### config.mk
export PLATFORM = sky130hd
export DESIGN_NAME = aux_seq_ctrl
export DESIGN_NICKNAME = d
export VERILOG_FILES = /design/src/aux_seq_pkg.sv /design/src/timer_if.sv /design/src/aux_seq_ctrl.sv /design/src/cycle_timer.sv
export SDC_FILE = /design/constraint.sdc
export NUM_CORES = 1
export LEC_CHECK = 0
export BUFFER_PORTS_ARGS = -buffer_cell sky130_fd_sc_hd__buf_2
export CAP_MARGIN = 20
export CORE_MARGIN = 3
export CORE_UTILIZATION = 40
export DETAILED_ROUTE_END_ITERATION = 8
export PLACE_DENSITY = 0.66
export SLEW_MARGIN = 20
export SYNTH_ARGS = -nofsm -noshare
export SYNTH_HDL_FRONTEND = slang
export SYNTH_SLANG_ARGS = --single-unit
### constraint.sdc
create_clock -name mclk -period 6 [get_ports mclk]
set_clock_uncertainty 0.1 [all_clocks]
set_input_delay 0.6 -clock mclk [delete_from_list [all_inputs] [get_ports mclk]]
set_output_delay 0.6 -clock mclk [all_outputs]
set_load 0.03 [all_outputs]
### src/aux_seq_pkg.sv
// constants for the auxiliary converter sequencer and its register block
package aux_seq_pkg;

  // ----------------------------------------------------------------------
  // register indices (byte address is four times the index)
  // ----------------------------------------------------------------------
  localparam logic [7:0] IDX_SEQ_CFG = 8'h8C;
  localparam logic [7:0] IDX_SCRATCH = 8'h8D;
  localparam logic [7:0] IDX_CTRL    = 8'hA0;
  localparam logic [7:0] IDX_STATUS  = 8'hA1;
  localparam logic [7:0] IDX_RESULT  = 8'hA2;

  // ----------------------------------------------------------------------
  // field layout and reset values
  // ----------------------------------------------------------------------
  localparam int MODE_MSB = 15;
  localparam int MODE_LSB = 14;
  localparam int DLY_MSB  = 10;
  localparam int DLY_LSB  = 8;
  localparam int OSR_MSB  = 1;
  localparam int OSR_LSB  = 0;
  localparam int SCR_MSB  = 7;
  localparam int SCR_LSB  = 0;
  localparam logic [15:0] CFG_WMASK = 16'hC703;
  localparam logic [15:0] SCR_WMASK = 16'h00FF;
  localparam logic [1:0]  MODE_RST  = 2'h0;
  localparam logic [2:0]  DLY_RST   = 3'h0;
  localparam logic [1:0]  OSR_RST   = 2'h0;
  localparam logic [7:0]  SCR_RST   = 8'h00;
  localparam int GO_BIT   = 0;
  localparam int EN_BIT   = 1;
  localparam logic EN_RST = 1'b1;
  localparam int STAT_BUSY_BIT  = 0;
  localparam int STAT_SET_BIT   = 1;
  localparam int STAT_STEP_LSB  = 4;
  localparam int STAT_STEP_MSB  = 5;
  localparam logic [15:0] RESULT_CLR = 16'h0000;
  localparam logic [1:0]  STEP_FIRST = 2'h0;

  // ----------------------------------------------------------------------
  // modes and timing (counts in master clock periods)
  // ----------------------------------------------------------------------
  localparam logic [1:0] MODE_ONCE = 2'h0;
  localparam logic [1:0] MODE_DRDY = 2'h1;
  localparam int CONT_BIT = 1;
  localparam int TMR_W    = 13;
  localparam logic [TMR_W-1:0] MUX_DLY [8] = '{
    13'h0010, 13'h0040, 13'h0080, 13'h0100,
    13'h0200, 13'h0400, 13'h0800, 13'h1000};
  localparam logic [TMR_W-1:0] CONV_T [4] = '{
    13'h0180, 13'h0200, 13'h0300, 13'h0500};
  localparam logic [9:0] SINC3_RATIO = 10'h040;
  localparam logic [3:0] AVG_ONE     = 4'h1;

endpackage

### src/timer_if.sv
// load/expire handshake between the sequencer and its cycle timer
`timescale 1ns/1ps
interface timer_if;
  logic                         load;
  logic [aux_seq_pkg::TMR_W-1:0] load_val;
  logic                         expire;
  modport ctl (output load, output load_val, input expire);
  modport tmr (input load, input load_val, output expire);
endinterface

### src/aux_seq_ctrl.sv
// auxiliary converter sequencer: start modes, mux settling, conversion time
//
// Our own choice: the Avalon-MM slave port.
`timescale 1ns/1ps
module aux_seq_ctrl (
  // clock and reset
  input  wire logic        mclk,
  input  wire logic        rstn,
  // avalon-mm slave
  input  wire logic [9:0]  address,
  input  wire logic        read,
  input  wire logic        write,
  input  wire logic [31:0] writedata,
  input  wire logic [3:0]  byteenable,
  output logic      [31:0] readdata,
  output logic             waitrequest,
  // device status and primary converter
  input  wire logic        dev_standby,
  input  wire logic        current_conv_data_ready_n,
  // conversion datapath
  input  wire logic [1:0]  seq_last_step,
  input  wire logic        conv_data_valid,
  input  wire logic [15:0] conv_data,
  output logic             conv_start,
  output logic [1:0]       aux_sequence_step_counter,
  output logic             seq_busy,
  output logic [3:0]       avg_ratio,
  output logic [9:0]       oversampling_ratio,
  output logic [15:0]      conv_result
);

  // ----------------------------------------------------------------------
  // state
  // ----------------------------------------------------------------------
  typedef enum logic [1:0] {ST_IDLE, ST_SETTLE, ST_CONV} seq_phase_e;

  typedef struct packed {
    logic        ack;
    logic [31:0] rdata;
    logic [1:0]  mode;
    logic [2:0]  dly;
    logic [1:0]  osr;
    logic [7:0]  scratch;
    logic        enable;
    seq_phase_e  phase;
    logic [1:0]  step;
    logic        drdy_prev;
    logic        conv_start;
    logic [15:0] result;
    logic [3:0]  avg;
    logic [9:0]  ratio;
  } seq_state_s;

  seq_state_s state_reg;
  seq_state_s state_next;

  timer_if tif ();

  cycle_timer u_timer (
    .mclk (mclk),
    .rstn (rstn),
    .t    (tif)
  );

  logic                          tmr_load;
  logic [aux_seq_pkg::TMR_W-1:0] tmr_val;
  logic [7:0]                    idx;
  logic [15:0]                   wmask;
  logic [15:0]                   cfg_word;
  logic                          wr_take;
  logic                          go_take;
  logic                          active;
  logic                          drdy_fall;
  logic                          last_step;

  assign tif.load     = tmr_load;
  assign tif.load_val = tmr_val;

  // ----------------------------------------------------------------------
  // bus decode
  // ----------------------------------------------------------------------
  // one wait state: the request is taken at the second edge after it appears
  assign waitrequest = (read || write) && !state_reg.ack;
  assign idx         = address[9:2];
  assign wr_take     = write && state_reg.ack;
  assign wmask       = {{8{byteenable[1]}}, {8{byteenable[0]}}};
  assign active      = state_reg.enable && !dev_standby;
  assign go_take     = wr_take && (idx == aux_seq_pkg::IDX_CTRL) &&
                       byteenable[0] && writedata[aux_seq_pkg::GO_BIT];
  assign drdy_fall   = state_reg.drdy_prev && !current_conv_data_ready_n;
  assign last_step   = (state_reg.step == seq_last_step);

  always_comb begin
    cfg_word = '0;
    cfg_word[aux_seq_pkg::MODE_MSB:aux_seq_pkg::MODE_LSB] = state_reg.mode;
    cfg_word[aux_seq_pkg::DLY_MSB:aux_seq_pkg::DLY_LSB]   = state_reg.dly;
    cfg_word[aux_seq_pkg::OSR_MSB:aux_seq_pkg::OSR_LSB]   = state_reg.osr;
  end

  // ----------------------------------------------------------------------
  // next state
  // ----------------------------------------------------------------------
  always_comb begin
    logic [15:0] wv;
    wv         = '0;
    state_next = state_reg;
    tmr_load   = 1'b0;
    tmr_val    = aux_seq_pkg::MUX_DLY[state_reg.dly];
    state_next.ack        = (read || write) && !state_reg.ack;
    state_next.conv_start = 1'b0;
    state_next.drdy_prev  = current_conv_data_ready_n;

    // read data captured in the wait cycle, held while waitrequest is low
    if (read && !state_reg.ack) begin
      state_next.rdata = '0;
      case (idx)
        aux_seq_pkg::IDX_SEQ_CFG: state_next.rdata[15:0] = cfg_word;
        aux_seq_pkg::IDX_SCRATCH: begin
          state_next.rdata[aux_seq_pkg::SCR_MSB:aux_seq_pkg::SCR_LSB] =
            state_reg.scratch;
        end
        aux_seq_pkg::IDX_CTRL: begin
          state_next.rdata[aux_seq_pkg::EN_BIT] = state_reg.enable;
        end
        aux_seq_pkg::IDX_STATUS: begin
          state_next.rdata[aux_seq_pkg::STAT_BUSY_BIT] =
            (state_reg.phase != ST_IDLE);
          state_next.rdata[aux_seq_pkg::STAT_SET_BIT] =
            (state_reg.phase == ST_SETTLE);
          state_next.rdata[aux_seq_pkg::STAT_STEP_MSB:
                           aux_seq_pkg::STAT_STEP_LSB] = state_reg.step;
        end
        aux_seq_pkg::IDX_RESULT: state_next.rdata[15:0] = state_reg.result;
        default: state_next.rdata = '0;
      endcase
    end

    // register writes, masked by byte enables and writable fields
    if (wr_take) begin
      case (idx)
        aux_seq_pkg::IDX_SEQ_CFG: begin
          wv = (cfg_word & ~(wmask & aux_seq_pkg::CFG_WMASK)) |
               (writedata[15:0] & wmask & aux_seq_pkg::CFG_WMASK);
          state_next.mode = wv[aux_seq_pkg::MODE_MSB:aux_seq_pkg::MODE_LSB];
          state_next.dly  = wv[aux_seq_pkg::DLY_MSB:aux_seq_pkg::DLY_LSB];
          state_next.osr  = wv[aux_seq_pkg::OSR_MSB:aux_seq_pkg::OSR_LSB];
        end
        aux_seq_pkg::IDX_SCRATCH: begin
          if (byteenable[0]) begin
            state_next.scratch = writedata[aux_seq_pkg::SCR_MSB:
                                           aux_seq_pkg::SCR_LSB];
          end
        end
        aux_seq_pkg::IDX_CTRL: begin
          if (byteenable[0]) begin
            state_next.enable = writedata[aux_seq_pkg::EN_BIT];
          end
        end
        default: state_next.enable = state_reg.enable;
      endcase
    end

    // sequencer
    case (state_reg.phase)
      ST_IDLE: begin
        if (active && !go_take && drdy_fall &&
            state_reg.mode == aux_seq_pkg::MODE_DRDY) begin
          state_next.phase = ST_SETTLE;
          state_next.step  = aux_seq_pkg::STEP_FIRST;
          tmr_load         = 1'b1;
        end
      end
      ST_SETTLE: begin
        if (tif.expire) begin
          state_next.phase      = ST_CONV;
          state_next.conv_start = 1'b1;
          tmr_load              = 1'b1;
          tmr_val = aux_seq_pkg::CONV_T[state_reg.osr];
        end
      end
      ST_CONV: begin
        // data-ready edges are not looked at here, so they cannot restart
        if (tif.expire) begin
          if (!last_step) begin
            state_next.phase = ST_SETTLE;
            state_next.step  = state_reg.step + 2'h1;
            tmr_load         = 1'b1;
          end else if (state_reg.mode[aux_seq_pkg::CONT_BIT]) begin
            state_next.phase = ST_SETTLE;
            state_next.step  = aux_seq_pkg::STEP_FIRST;
            tmr_load         = 1'b1;
          end else begin
            state_next.phase = ST_IDLE;
          end
        end
      end
      default: state_next.phase = ST_IDLE;
    endcase

    // go bit wins over everything the sequencer was doing
    if (go_take && active) begin
      state_next.phase      = ST_SETTLE;
      state_next.step       = aux_seq_pkg::STEP_FIRST;
      state_next.conv_start = 1'b0;
      tmr_load              = 1'b1;
      tmr_val = aux_seq_pkg::MUX_DLY[state_reg.dly];
    end

    if (conv_data_valid && active) begin
      state_next.result = conv_data;
    end

    // disabled or standby: phase, step, result and conv_start back to the start
    if (!state_next.enable || dev_standby) begin
      state_next.phase      = ST_IDLE;
      state_next.step       = aux_seq_pkg::STEP_FIRST;
      state_next.result     = aux_seq_pkg::RESULT_CLR;
      state_next.conv_start = 1'b0;
    end

    state_next.avg   = aux_seq_pkg::AVG_ONE << state_next.osr;
    state_next.ratio = aux_seq_pkg::SINC3_RATIO << state_next.osr;
  end

  always_ff @(posedge mclk or negedge rstn) begin
    if (!rstn) begin
      state_reg           <= '0;
      state_reg.mode      <= aux_seq_pkg::MODE_RST;
      state_reg.dly       <= aux_seq_pkg::DLY_RST;
      state_reg.osr       <= aux_seq_pkg::OSR_RST;
      state_reg.scratch   <= aux_seq_pkg::SCR_RST;
      state_reg.enable    <= aux_seq_pkg::EN_RST;
      state_reg.phase     <= ST_IDLE;
      state_reg.drdy_prev <= 1'b1;
      state_reg.avg       <= aux_seq_pkg::AVG_ONE;
      state_reg.ratio     <= aux_seq_pkg::SINC3_RATIO;
    end else begin
      state_reg <= state_next;
    end
  end

  // ----------------------------------------------------------------------
  // outputs
  // ----------------------------------------------------------------------
  assign readdata                  = state_reg.rdata;
  assign conv_start                = state_reg.conv_start;
  assign aux_sequence_step_counter = state_reg.step;
  assign seq_busy                  = (state_reg.phase != ST_IDLE);
  assign avg_ratio                 = state_reg.avg;
  assign oversampling_ratio        = state_reg.ratio;
  assign conv_result               = state_reg.result;

  // ----------------------------------------------------------------------
  // checks
  // ----------------------------------------------------------------------
  // cycles since the last timer load and cycles spent converting; counters
  // stand in for long repetitions, which the property engines unroll
  logic [aux_seq_pkg::TMR_W-1:0] conv_cyc;
  logic [aux_seq_pkg::TMR_W-1:0] settle_cyc;
  always_ff @(posedge mclk or negedge rstn) begin
    if (!rstn) begin
      conv_cyc   <= '0;
      settle_cyc <= '0;
    end else begin
      settle_cyc <= tmr_load ? '0 : settle_cyc + 1'b1;
      conv_cyc   <= (state_reg.phase != ST_CONV) ? '0 : conv_cyc + 1'b1;
    end
  end

  a_once_stops: assert property (
    @(posedge mclk) disable iff (!rstn)
    (state_reg.phase == ST_CONV && tif.expire && last_step &&
     state_reg.mode == aux_seq_pkg::MODE_ONCE && !go_take)
    |=> (state_reg.phase == ST_IDLE) && !conv_start)
    else $error("single-shot sequence did not stop");

  a_go_restart: assert property (
    @(posedge mclk) disable iff (!rstn)
    (go_take && active && state_next.enable)
    |=> (state_reg.phase == ST_SETTLE) && (state_reg.step == 2'h0)
        ##1 (state_reg.phase == ST_SETTLE))
    else $error("go bit did not restart sequence");

  a_drdy_start: assert property (
    @(posedge mclk) disable iff (!rstn)
    (state_reg.phase == ST_IDLE && active && state_next.enable &&
     state_reg.mode == aux_seq_pkg::MODE_DRDY &&
     $fell(current_conv_data_ready_n))
    |=> state_reg.phase == ST_SETTLE)
    else $error("data-ready edge did not start sequence");

  a_drdy_ignored: assert property (
    @(posedge mclk) disable iff (!rstn)
    (state_reg.phase == ST_CONV && !tif.expire && !go_take && active &&
     state_next.enable && $fell(current_conv_data_ready_n))
    |=> (state_reg.phase == ST_CONV) && $stable(state_reg.step))
    else $error("data-ready edge disturbed running sequence");

  a_cont_repeat: assert property (
    @(posedge mclk) disable iff (!rstn)
    (state_reg.phase == ST_CONV && tif.expire && last_step && active &&
     state_next.enable && state_reg.mode[aux_seq_pkg::CONT_BIT])
    |=> (state_reg.phase == ST_SETTLE) && (state_reg.step == 2'h0))
    else $error("continuous sequence did not repeat");

  a_settle_time: assert property (
    @(posedge mclk) disable iff (!rstn)
    (state_reg.phase == ST_SETTLE && tif.expire)
    |-> (settle_cyc + 1'b1 == aux_seq_pkg::MUX_DLY[state_reg.dly]))
    else $error("mux settling time wrong");

  a_osr_ratio: assert property (
    @(posedge mclk) disable iff (!rstn)
    (oversampling_ratio == (aux_seq_pkg::SINC3_RATIO * avg_ratio)) &&
    (avg_ratio == (4'h1 << state_reg.osr)))
    else $error("oversampling ratio inconsistent");

  a_conv_time: assert property (
    @(posedge mclk) disable iff (!rstn)
    (state_reg.phase == ST_CONV && tif.expire)
    |-> (conv_cyc + 1'b1 == aux_seq_pkg::CONV_T[state_reg.osr]))
    else $error("conversion time wrong");

  a_scratch_rw: assert property (
    @(posedge mclk) disable iff (!rstn)
    (wr_take && idx == aux_seq_pkg::IDX_SCRATCH && byteenable[0])
    |=> state_reg.scratch == $past(writedata[7:0]))
    else $error("scratch write lost");

  a_off_clears: assert property (
    @(posedge mclk) disable iff (!rstn)
    (dev_standby || !state_reg.enable)
    |=> (conv_result == 16'h0000) && (aux_sequence_step_counter == 2'h0)
        && !seq_busy)
    else $error("disable did not clear result and step");

  a_resv_zero: assert property (
    @(posedge mclk) disable iff (!rstn)
    (read && !waitrequest && idx == aux_seq_pkg::IDX_SEQ_CFG)
    |-> (readdata & ~{16'h0000, aux_seq_pkg::CFG_WMASK}) == 32'h00000000)
    else $error("reserved bits read non-zero");

endmodule

### src/cycle_timer.sv
// down-counter that expires a given number of cycles after a load
`timescale 1ns/1ps
module cycle_timer (
  // clock and reset
  input wire logic mclk,
  input wire logic rstn,
  // load and expiry
  timer_if.tmr     t
);

  typedef struct packed {
    logic                          running;
    logic [aux_seq_pkg::TMR_W-1:0] cnt;
  } timer_state_s;

  timer_state_s state_reg;
  timer_state_s state_next;

  // load in cycle c gives expire in cycle c + load_val
  assign t.expire = state_reg.running && (state_reg.cnt == '0);

  always_comb begin
    state_next = state_reg;
    if (t.load) begin
      state_next.running = 1'b1;
      state_next.cnt     = t.load_val - 1'b1;
    end else if (t.expire) begin
      state_next.running = 1'b0;
    end else if (state_reg.running) begin
      state_next.cnt = state_reg.cnt - 1'b1;
    end
  end

  always_ff @(posedge mclk or negedge rstn) begin
    if (!rstn) begin
      state_reg <= '0;
    end else begin
      state_reg <= state_next;
    end
  end

endmodule

# [Word level (Yosys, flattened, before mapping)]
# Memories as Yosys holds them, arrays and structs flattened.
# Index checks and enable logic that the tools add are counted.
[op_classes] addsub=3 mul=0 n_div=0 magnitude_cmp=2 n_eq_ne=14 shifts=2 n_mux=45 n_bitwise=6 n_reduce_logical=33
[ops] cell="$mux W13" count=9
[ops] cell="$eq A8 B8 Y1 const B" count=5
[ops] cell="$and A16 B16 Y16" count=2
[ops] cell="$bmux W13 S2" count=1
[ops] cell="$sub A13 B1 Y13 const B" count=2
[ops] cell="$mux W4" count=5
[ops] cell="$mux W17" count=1
[ops] cell="$mux W16" count=1
[ops] cell="$mux W8" count=2
[ops] cell="$not A16 Y16" count=1
[ops] cell="$or A16 B16 Y16" count=1
[ops] cell="$pmux W8 S2" count=1
[ops] cell="$logic_and A1 B1 Y1" count=14
[ops] cell="$mux W14" count=1
[ops] cell="$logic_not A13 Y1" count=1
[ops] cell="$mux W1" count=12
[ops] cell="$pmux W2 S2" count=3
[ops] cell="$pmux W2 S3" count=2
[ops] cell="$mux W11" count=1
[ops] cell="$shl A7 B2 Y10 const A" count=1
[ops] cell="$ne A4 B4 Y1 const B" count=2
[ops] cell="$reduce_bool A2 Y1" count=4
[ops] cell="$mux W2" count=3
[ops] cell="$reduce_and A3 Y1" count=2
[ops] cell="21 further kinds" count=28
[totals] reg_bits=83 latchBits=0 mem_bits_rw=0 rom_bits=104 input_bits=71 out_inout_bits=67 wordCells=122 mem_count=1
[memory_table] memory="(no name shown)" depth=8 word_bits=13 read_ports=1 rd_clocked_by_memory_dff=0 write_ports=0 line="aux_seq_ctrl.sv:206" source="tmr_val = aux_seq_pkg::MUX_DLY[state_reg.dly];"

# [Longest topological paths before layout]
[depth] ltp_word=13 depth_mapped=9 mapped_depth_nobuf=8

# [Cells and area by module]
# A second synthesis with hierarchy kept.
[unflattened] hier_cells=464 hier_area_um2=4642.0
[by_module_without_submodules] module="aux_seq_ctrl" n_inst=1 cells_each=342 area_each_um2=3479.6 seq_area_each_um2=1480.2
[by_module_without_submodules] module="cycle_timer" n_inst=1 cells_each=122 area_each_um2=1162.4 seq_area_each_um2=350.3

# [Worst setup path after synthesis]
# Ideal clock, no wire load.
[synth_path] path_type="input to register" from="in address[6]" to="reg (tool-made name)" setup_ns=0.125 arrival_ns=2.535 required_ns=5.775 path_slack_ns=3.240 path_stages=6 n_path_buf=1 path_cell_list="nor3b_1 nand4b_1 nor3_1 and4_1 clkbuf_1 mux2_2"
[synth_rtl] item="start: declaration" line="aux_seq_ctrl.sv:10" source="input wire logic [9:0] address,"

# [Final worst setup path]
[layout_path] from="in address[6]" to="reg u_timer.state_reg[12] (netlist bit)"
[layout_between] elab_chain_len=13 word_cells_on_any_way=18 classes_between="add/sub: 1; eq/ne: 2; mux: 5; reduce/logical: 10"
[layout_lines] item="$eq A8 B8 Y1 (*)" line="aux_seq_ctrl.sv:88" source="assign go_take = wr_take && (idx == aux_seq_pkg::IDX_CTRL) &&"
[layout_lines] item="$logic_and A1 B1 Y1 (*) (2 in a row)" line="aux_seq_ctrl.sv:88"
[layout_lines] item="$logic_and A1 B1 Y1 (*)" line="aux_seq_ctrl.sv:89" source="byteenable[0] && writedata[aux_seq_pkg::GO_BIT];"
[layout_lines] item="parallel branches: the longest is 9 deep, another holds $sub A13 B1 Y13"
[layout_lines] item="end signal: assignment" line="cycle_timer.sv:38" source="state_reg <= state_next;"
[layout_lines] item="end: declaration" line="cycle_timer.sv:16" source="timer_state_s state_reg;"
# Mark *: on every way between the ends.
# A chain may end at the register's enable or synchronous reset.

==> run_results.csv <==
group,metric,value,unit
clock_network,cts_tree,"yes",
setup_path,r2r_setup_slack,2.79,ns
clock_network,post_cts_buffers,0,
setup_path,crit_path_cell_trace,"buf_2, nor3b_1, nand4_1, a32oi_1, and3b_1, mux2i_1, or3b_1, a31o_1",
timing,max_slew_margin,0.273,
grt,grtUsageTotal,0.169,
logic_synthesis,synth-simple-area-share,0.199,
setup_path,cp_slowest_stage_delay,0.71,ns
timing,max_freq,0.305,GHz
timing,final_hold_viol_count,0,
logic_synthesis,synthCells,430,
setup_path,crit_path_end_kind,"flip-flop",
logic_synthesis,yosysWarningCount,0,
floorplanning,dieArea,0.0115,mm^2
placed_design,place.gp.congestion,0.844,
setup_path,worst_path_max_delay_cell,"and3b_1",
setup_path,cp.depth,8,
flow_run,max-cap-violations,0,
logic_synthesis,synth_xor_area_frac,0.0214,
layout,fin_cells,612,
detailed_routing,routedWlPerCell,15.6,um
clock_network,root_buffer,"clkbuf_8",
outcome,status,"finished, final reports clean",
grt,antenna_found_initial,0,
pwr,vdd_drop_max,0.157,mV
timing,tns,0,ns
clock_network,clockBufferDepth,2,
logic_synthesis,syn_area_per_cell,9.54,um^2
placed_design,dp.cells,596,
grt,grt_pass1_vias,2985,
grt,grt_max_degree,74,
floorplanning,die_h,107,um
detailed_routing,dr_total_vias,3136,
setup_path,r2r-start,"u_timer.state_reg[9]",
logic_synthesis,synthAdderAreaFrac,0.00915,
logic_synthesis,synth_edf_count,0,
detailed_routing,first_pass_iters,4,
clock_network,cts-buffers-inserted,9,
layout,fill_cells,964,
logic_synthesis,yosys-top-cells-area,"dfrtp_1 (43%), buf_4 (12%), nand2_1 (4.9%)",
logic_synthesis,seq_area_frac_synth,0.446,
timing,post-route-min-period,3.28,ns
setup_path,cp_num_buf_inv,1,
floorplanning,initial_utilization,0.416,
timing,setup_violations,0,
setup_path,required,6.14,ns
logic_synthesis,synth_compound_area_frac,0.122,
detailed_routing,drt_iter0_drc,182,
setup_path,critPathArrivalTime,3.42,ns
logic_synthesis,synth_mux_area_frac,0.0580,
pwr,power_density,278,mW/mm^2
setup_path,r2r-end,"u_timer.state_reg[12]",
layout,fin_nets,548,
setup_path,critPathMaxFanout,21,
placed_design,post-dp-hpwl,6990,um
logic_synthesis,synth_cell_types,65,
min_path,hp-class,"input pin to flip-flop",
logic_synthesis,synth_top_family_by_area,"simple AND/OR/NAND/NOR gates",
logic_synthesis,synth_most_common_cell,"dfrtp_1",
layout,drive_above_1_share,0.296,
timing,slew_viol_final,0,
layout,syn2layout_area_growth,9.22,%
detailed_routing,ant_nets,0,
pwr,p_leak,2.16,nW
timing,worstMarginPinSlew,1.08,ns
logic_synthesis,synth_area,0.00410,mm^2
clock_network,cts_htree_levels,3,
timing,final.period_utilization,0.546,
placed_design,io_buffers,92,
clock_network,insertion_delay,0.35,ns
pwr,finalPower,1.25,mW
floorplanning,pin_count,138,
detailed_routing,viasPerCell,5.12,
setup_path,reg2regPathDepth,7,
setup_path,critical_path.top_delay_family,"simple AND/OR/NAND/NOR gates",
logic_synthesis,ys_seq_elements,73,
timing,grt_setup_unrepaired,"false",
setup_path,cp-startpoint,"address[6]",
setup_path,crit_end,"u_timer.state_reg[12]",
clock_network,cts-resized-gates,0,
logic_synthesis,async_flop_share,1.00,
clock_network,ctsHoldBuffers,0,
logic_synthesis,synth_commonest_cells,"dfrtp_1 (70), buf_4 (64), nand2_1 (53)",
layout,antennaDiodeCount,0,
floorplanning,std_cell_rows,36,
clock_network,clock_sinks,73,
logic_synthesis,yosys.area.top_type,"dfrtp_1",
floorplanning,fp.dieW,107,um
detailed_routing,drc,0,
setup_path,startpoint_type,"input pin",
setup_path,criticalPathCategory,"input pin to flip-flop",
logic_synthesis,synthFlopType,"dfrtp_1",
grt,grt_pass1_wl,15200,um
logic_synthesis,yosysTopAreaCellShare,0.427,
grt,grt_overflow,0,
floorplanning,coreArea,0.00986,mm^2
clock_network,clkTransAtPathRegs,0.07,ns
detailed_routing,drt-total-wl,9540,um
## worst reg2reg max path: stages (launching register included)
cell     delay, ns
dfrtp_1       0.44
or4_1         0.64
nor4_4        0.41
a32oi_1       0.09
and3b_1       0.46
mux2i_1       0.37
or3b_1        0.38
a31o_1        0.22
## stage by stage
stage / utilization / setup slack, ns / hold slack, ns / cell area [um^2]
CTS: 0.453 / 2.74 / 0.246 / 4470
floorplan: - / 3.24 / 0.204 / 4180
detailed placement: 0.433 / 2.36 / 0.351 / 4270
global placement: 0.433 / 2.49 / 0.348 / 4270
finish: 0.454 / 2.72 / 0.257 / 4480
global route: 0.454 / 2.49 / 0.234 / 4480
## area by class of cell
class,count,area [um^2],share of cell area
Timing Repair Buffer,95,483,0.108
Tap cell,133,166,0.0372
Clock buffer,11,141,0.0316
Inverter,7,26.3,0.00587
Clock inverter,5,56.3,0.0126
Multi-Input combinational cell,288,1770,0.396
Sequential cell,73,1830,0.409
## cells by family after synthesis
group,count (synthesis)
other cells,1
xor+xnor,10
fa+ha+maj,3
buf+inv,90
simple gates,156
flops,73
mux,22
compound gates,75
## cell usage in the layout (no fill, tap or decap), types with 5 or more instances in the layout
| cell | count |
|---|---|
| a22oi_1 | 5 |
| nand2b_1 | 5 |
| conb_1 | 22 |
| a221oi_1 | 6 |
| nor3_1 | 11 |
| or3_1 | 6 |
| nor2_1 | 34 |
| clkbuf_8 | 10 |
| o21ai_0 | 7 |
| mux2i_1 | 8 |
| xor2_1 | 6 |
| inv_1 | 7 |
| mux2_2 | 14 |
| nand2_1 | 53 |
| dfrtp_1 | 70 |
| nand3_1 | 5 |
| buf_2 | 92 |
| a21oi_1 | 26 |
| a31oi_1 | 6 |
## worst min path at each step
| stage | end | start | slack [ns] | depth (start not counted) |
|---|---|---|---|---|
| 3_5_place_dp | readdata[13] | readdata[13] | 0.35 | 2 |
| 5_1_grt | state_reg[31] | current_conv_data_ready_n | 0.23 | 1 |
| 4_1_cts | state_reg[31] | current_conv_data_ready_n | 0.25 | 1 |
| 6_report | state_reg[31] | current_conv_data_ready_n | 0.26 | 1 |
| 3_3_place_gp | readdata[12] | readdata[12] | 0.35 | 2 |
| 2_1_floorplan | async pin | rstn | 0.20 | 0 |
## routing by layer
layer / track usage / part of all wire / wire, um
met1: 0.224 / 0.45 / 4250
met2: 0.270 / 0.48 / 4620
met3: 0.0476 / 0.059 / 562
met4: 0.0438 / 0.011 / 101
met5: 0 / 0 / 0
## power by group
part / leakage (nW) / switching [mW] / internal (mW)
sequential: 0.941 / 0.0529 / 0.547
clock: 0.0993 / 0.187 / 0.203
combinational: 1.12 / 0.162 / 0.0952
total: 2.16 / 0.402 / 0.845
(Power assumes the default switching activity.)
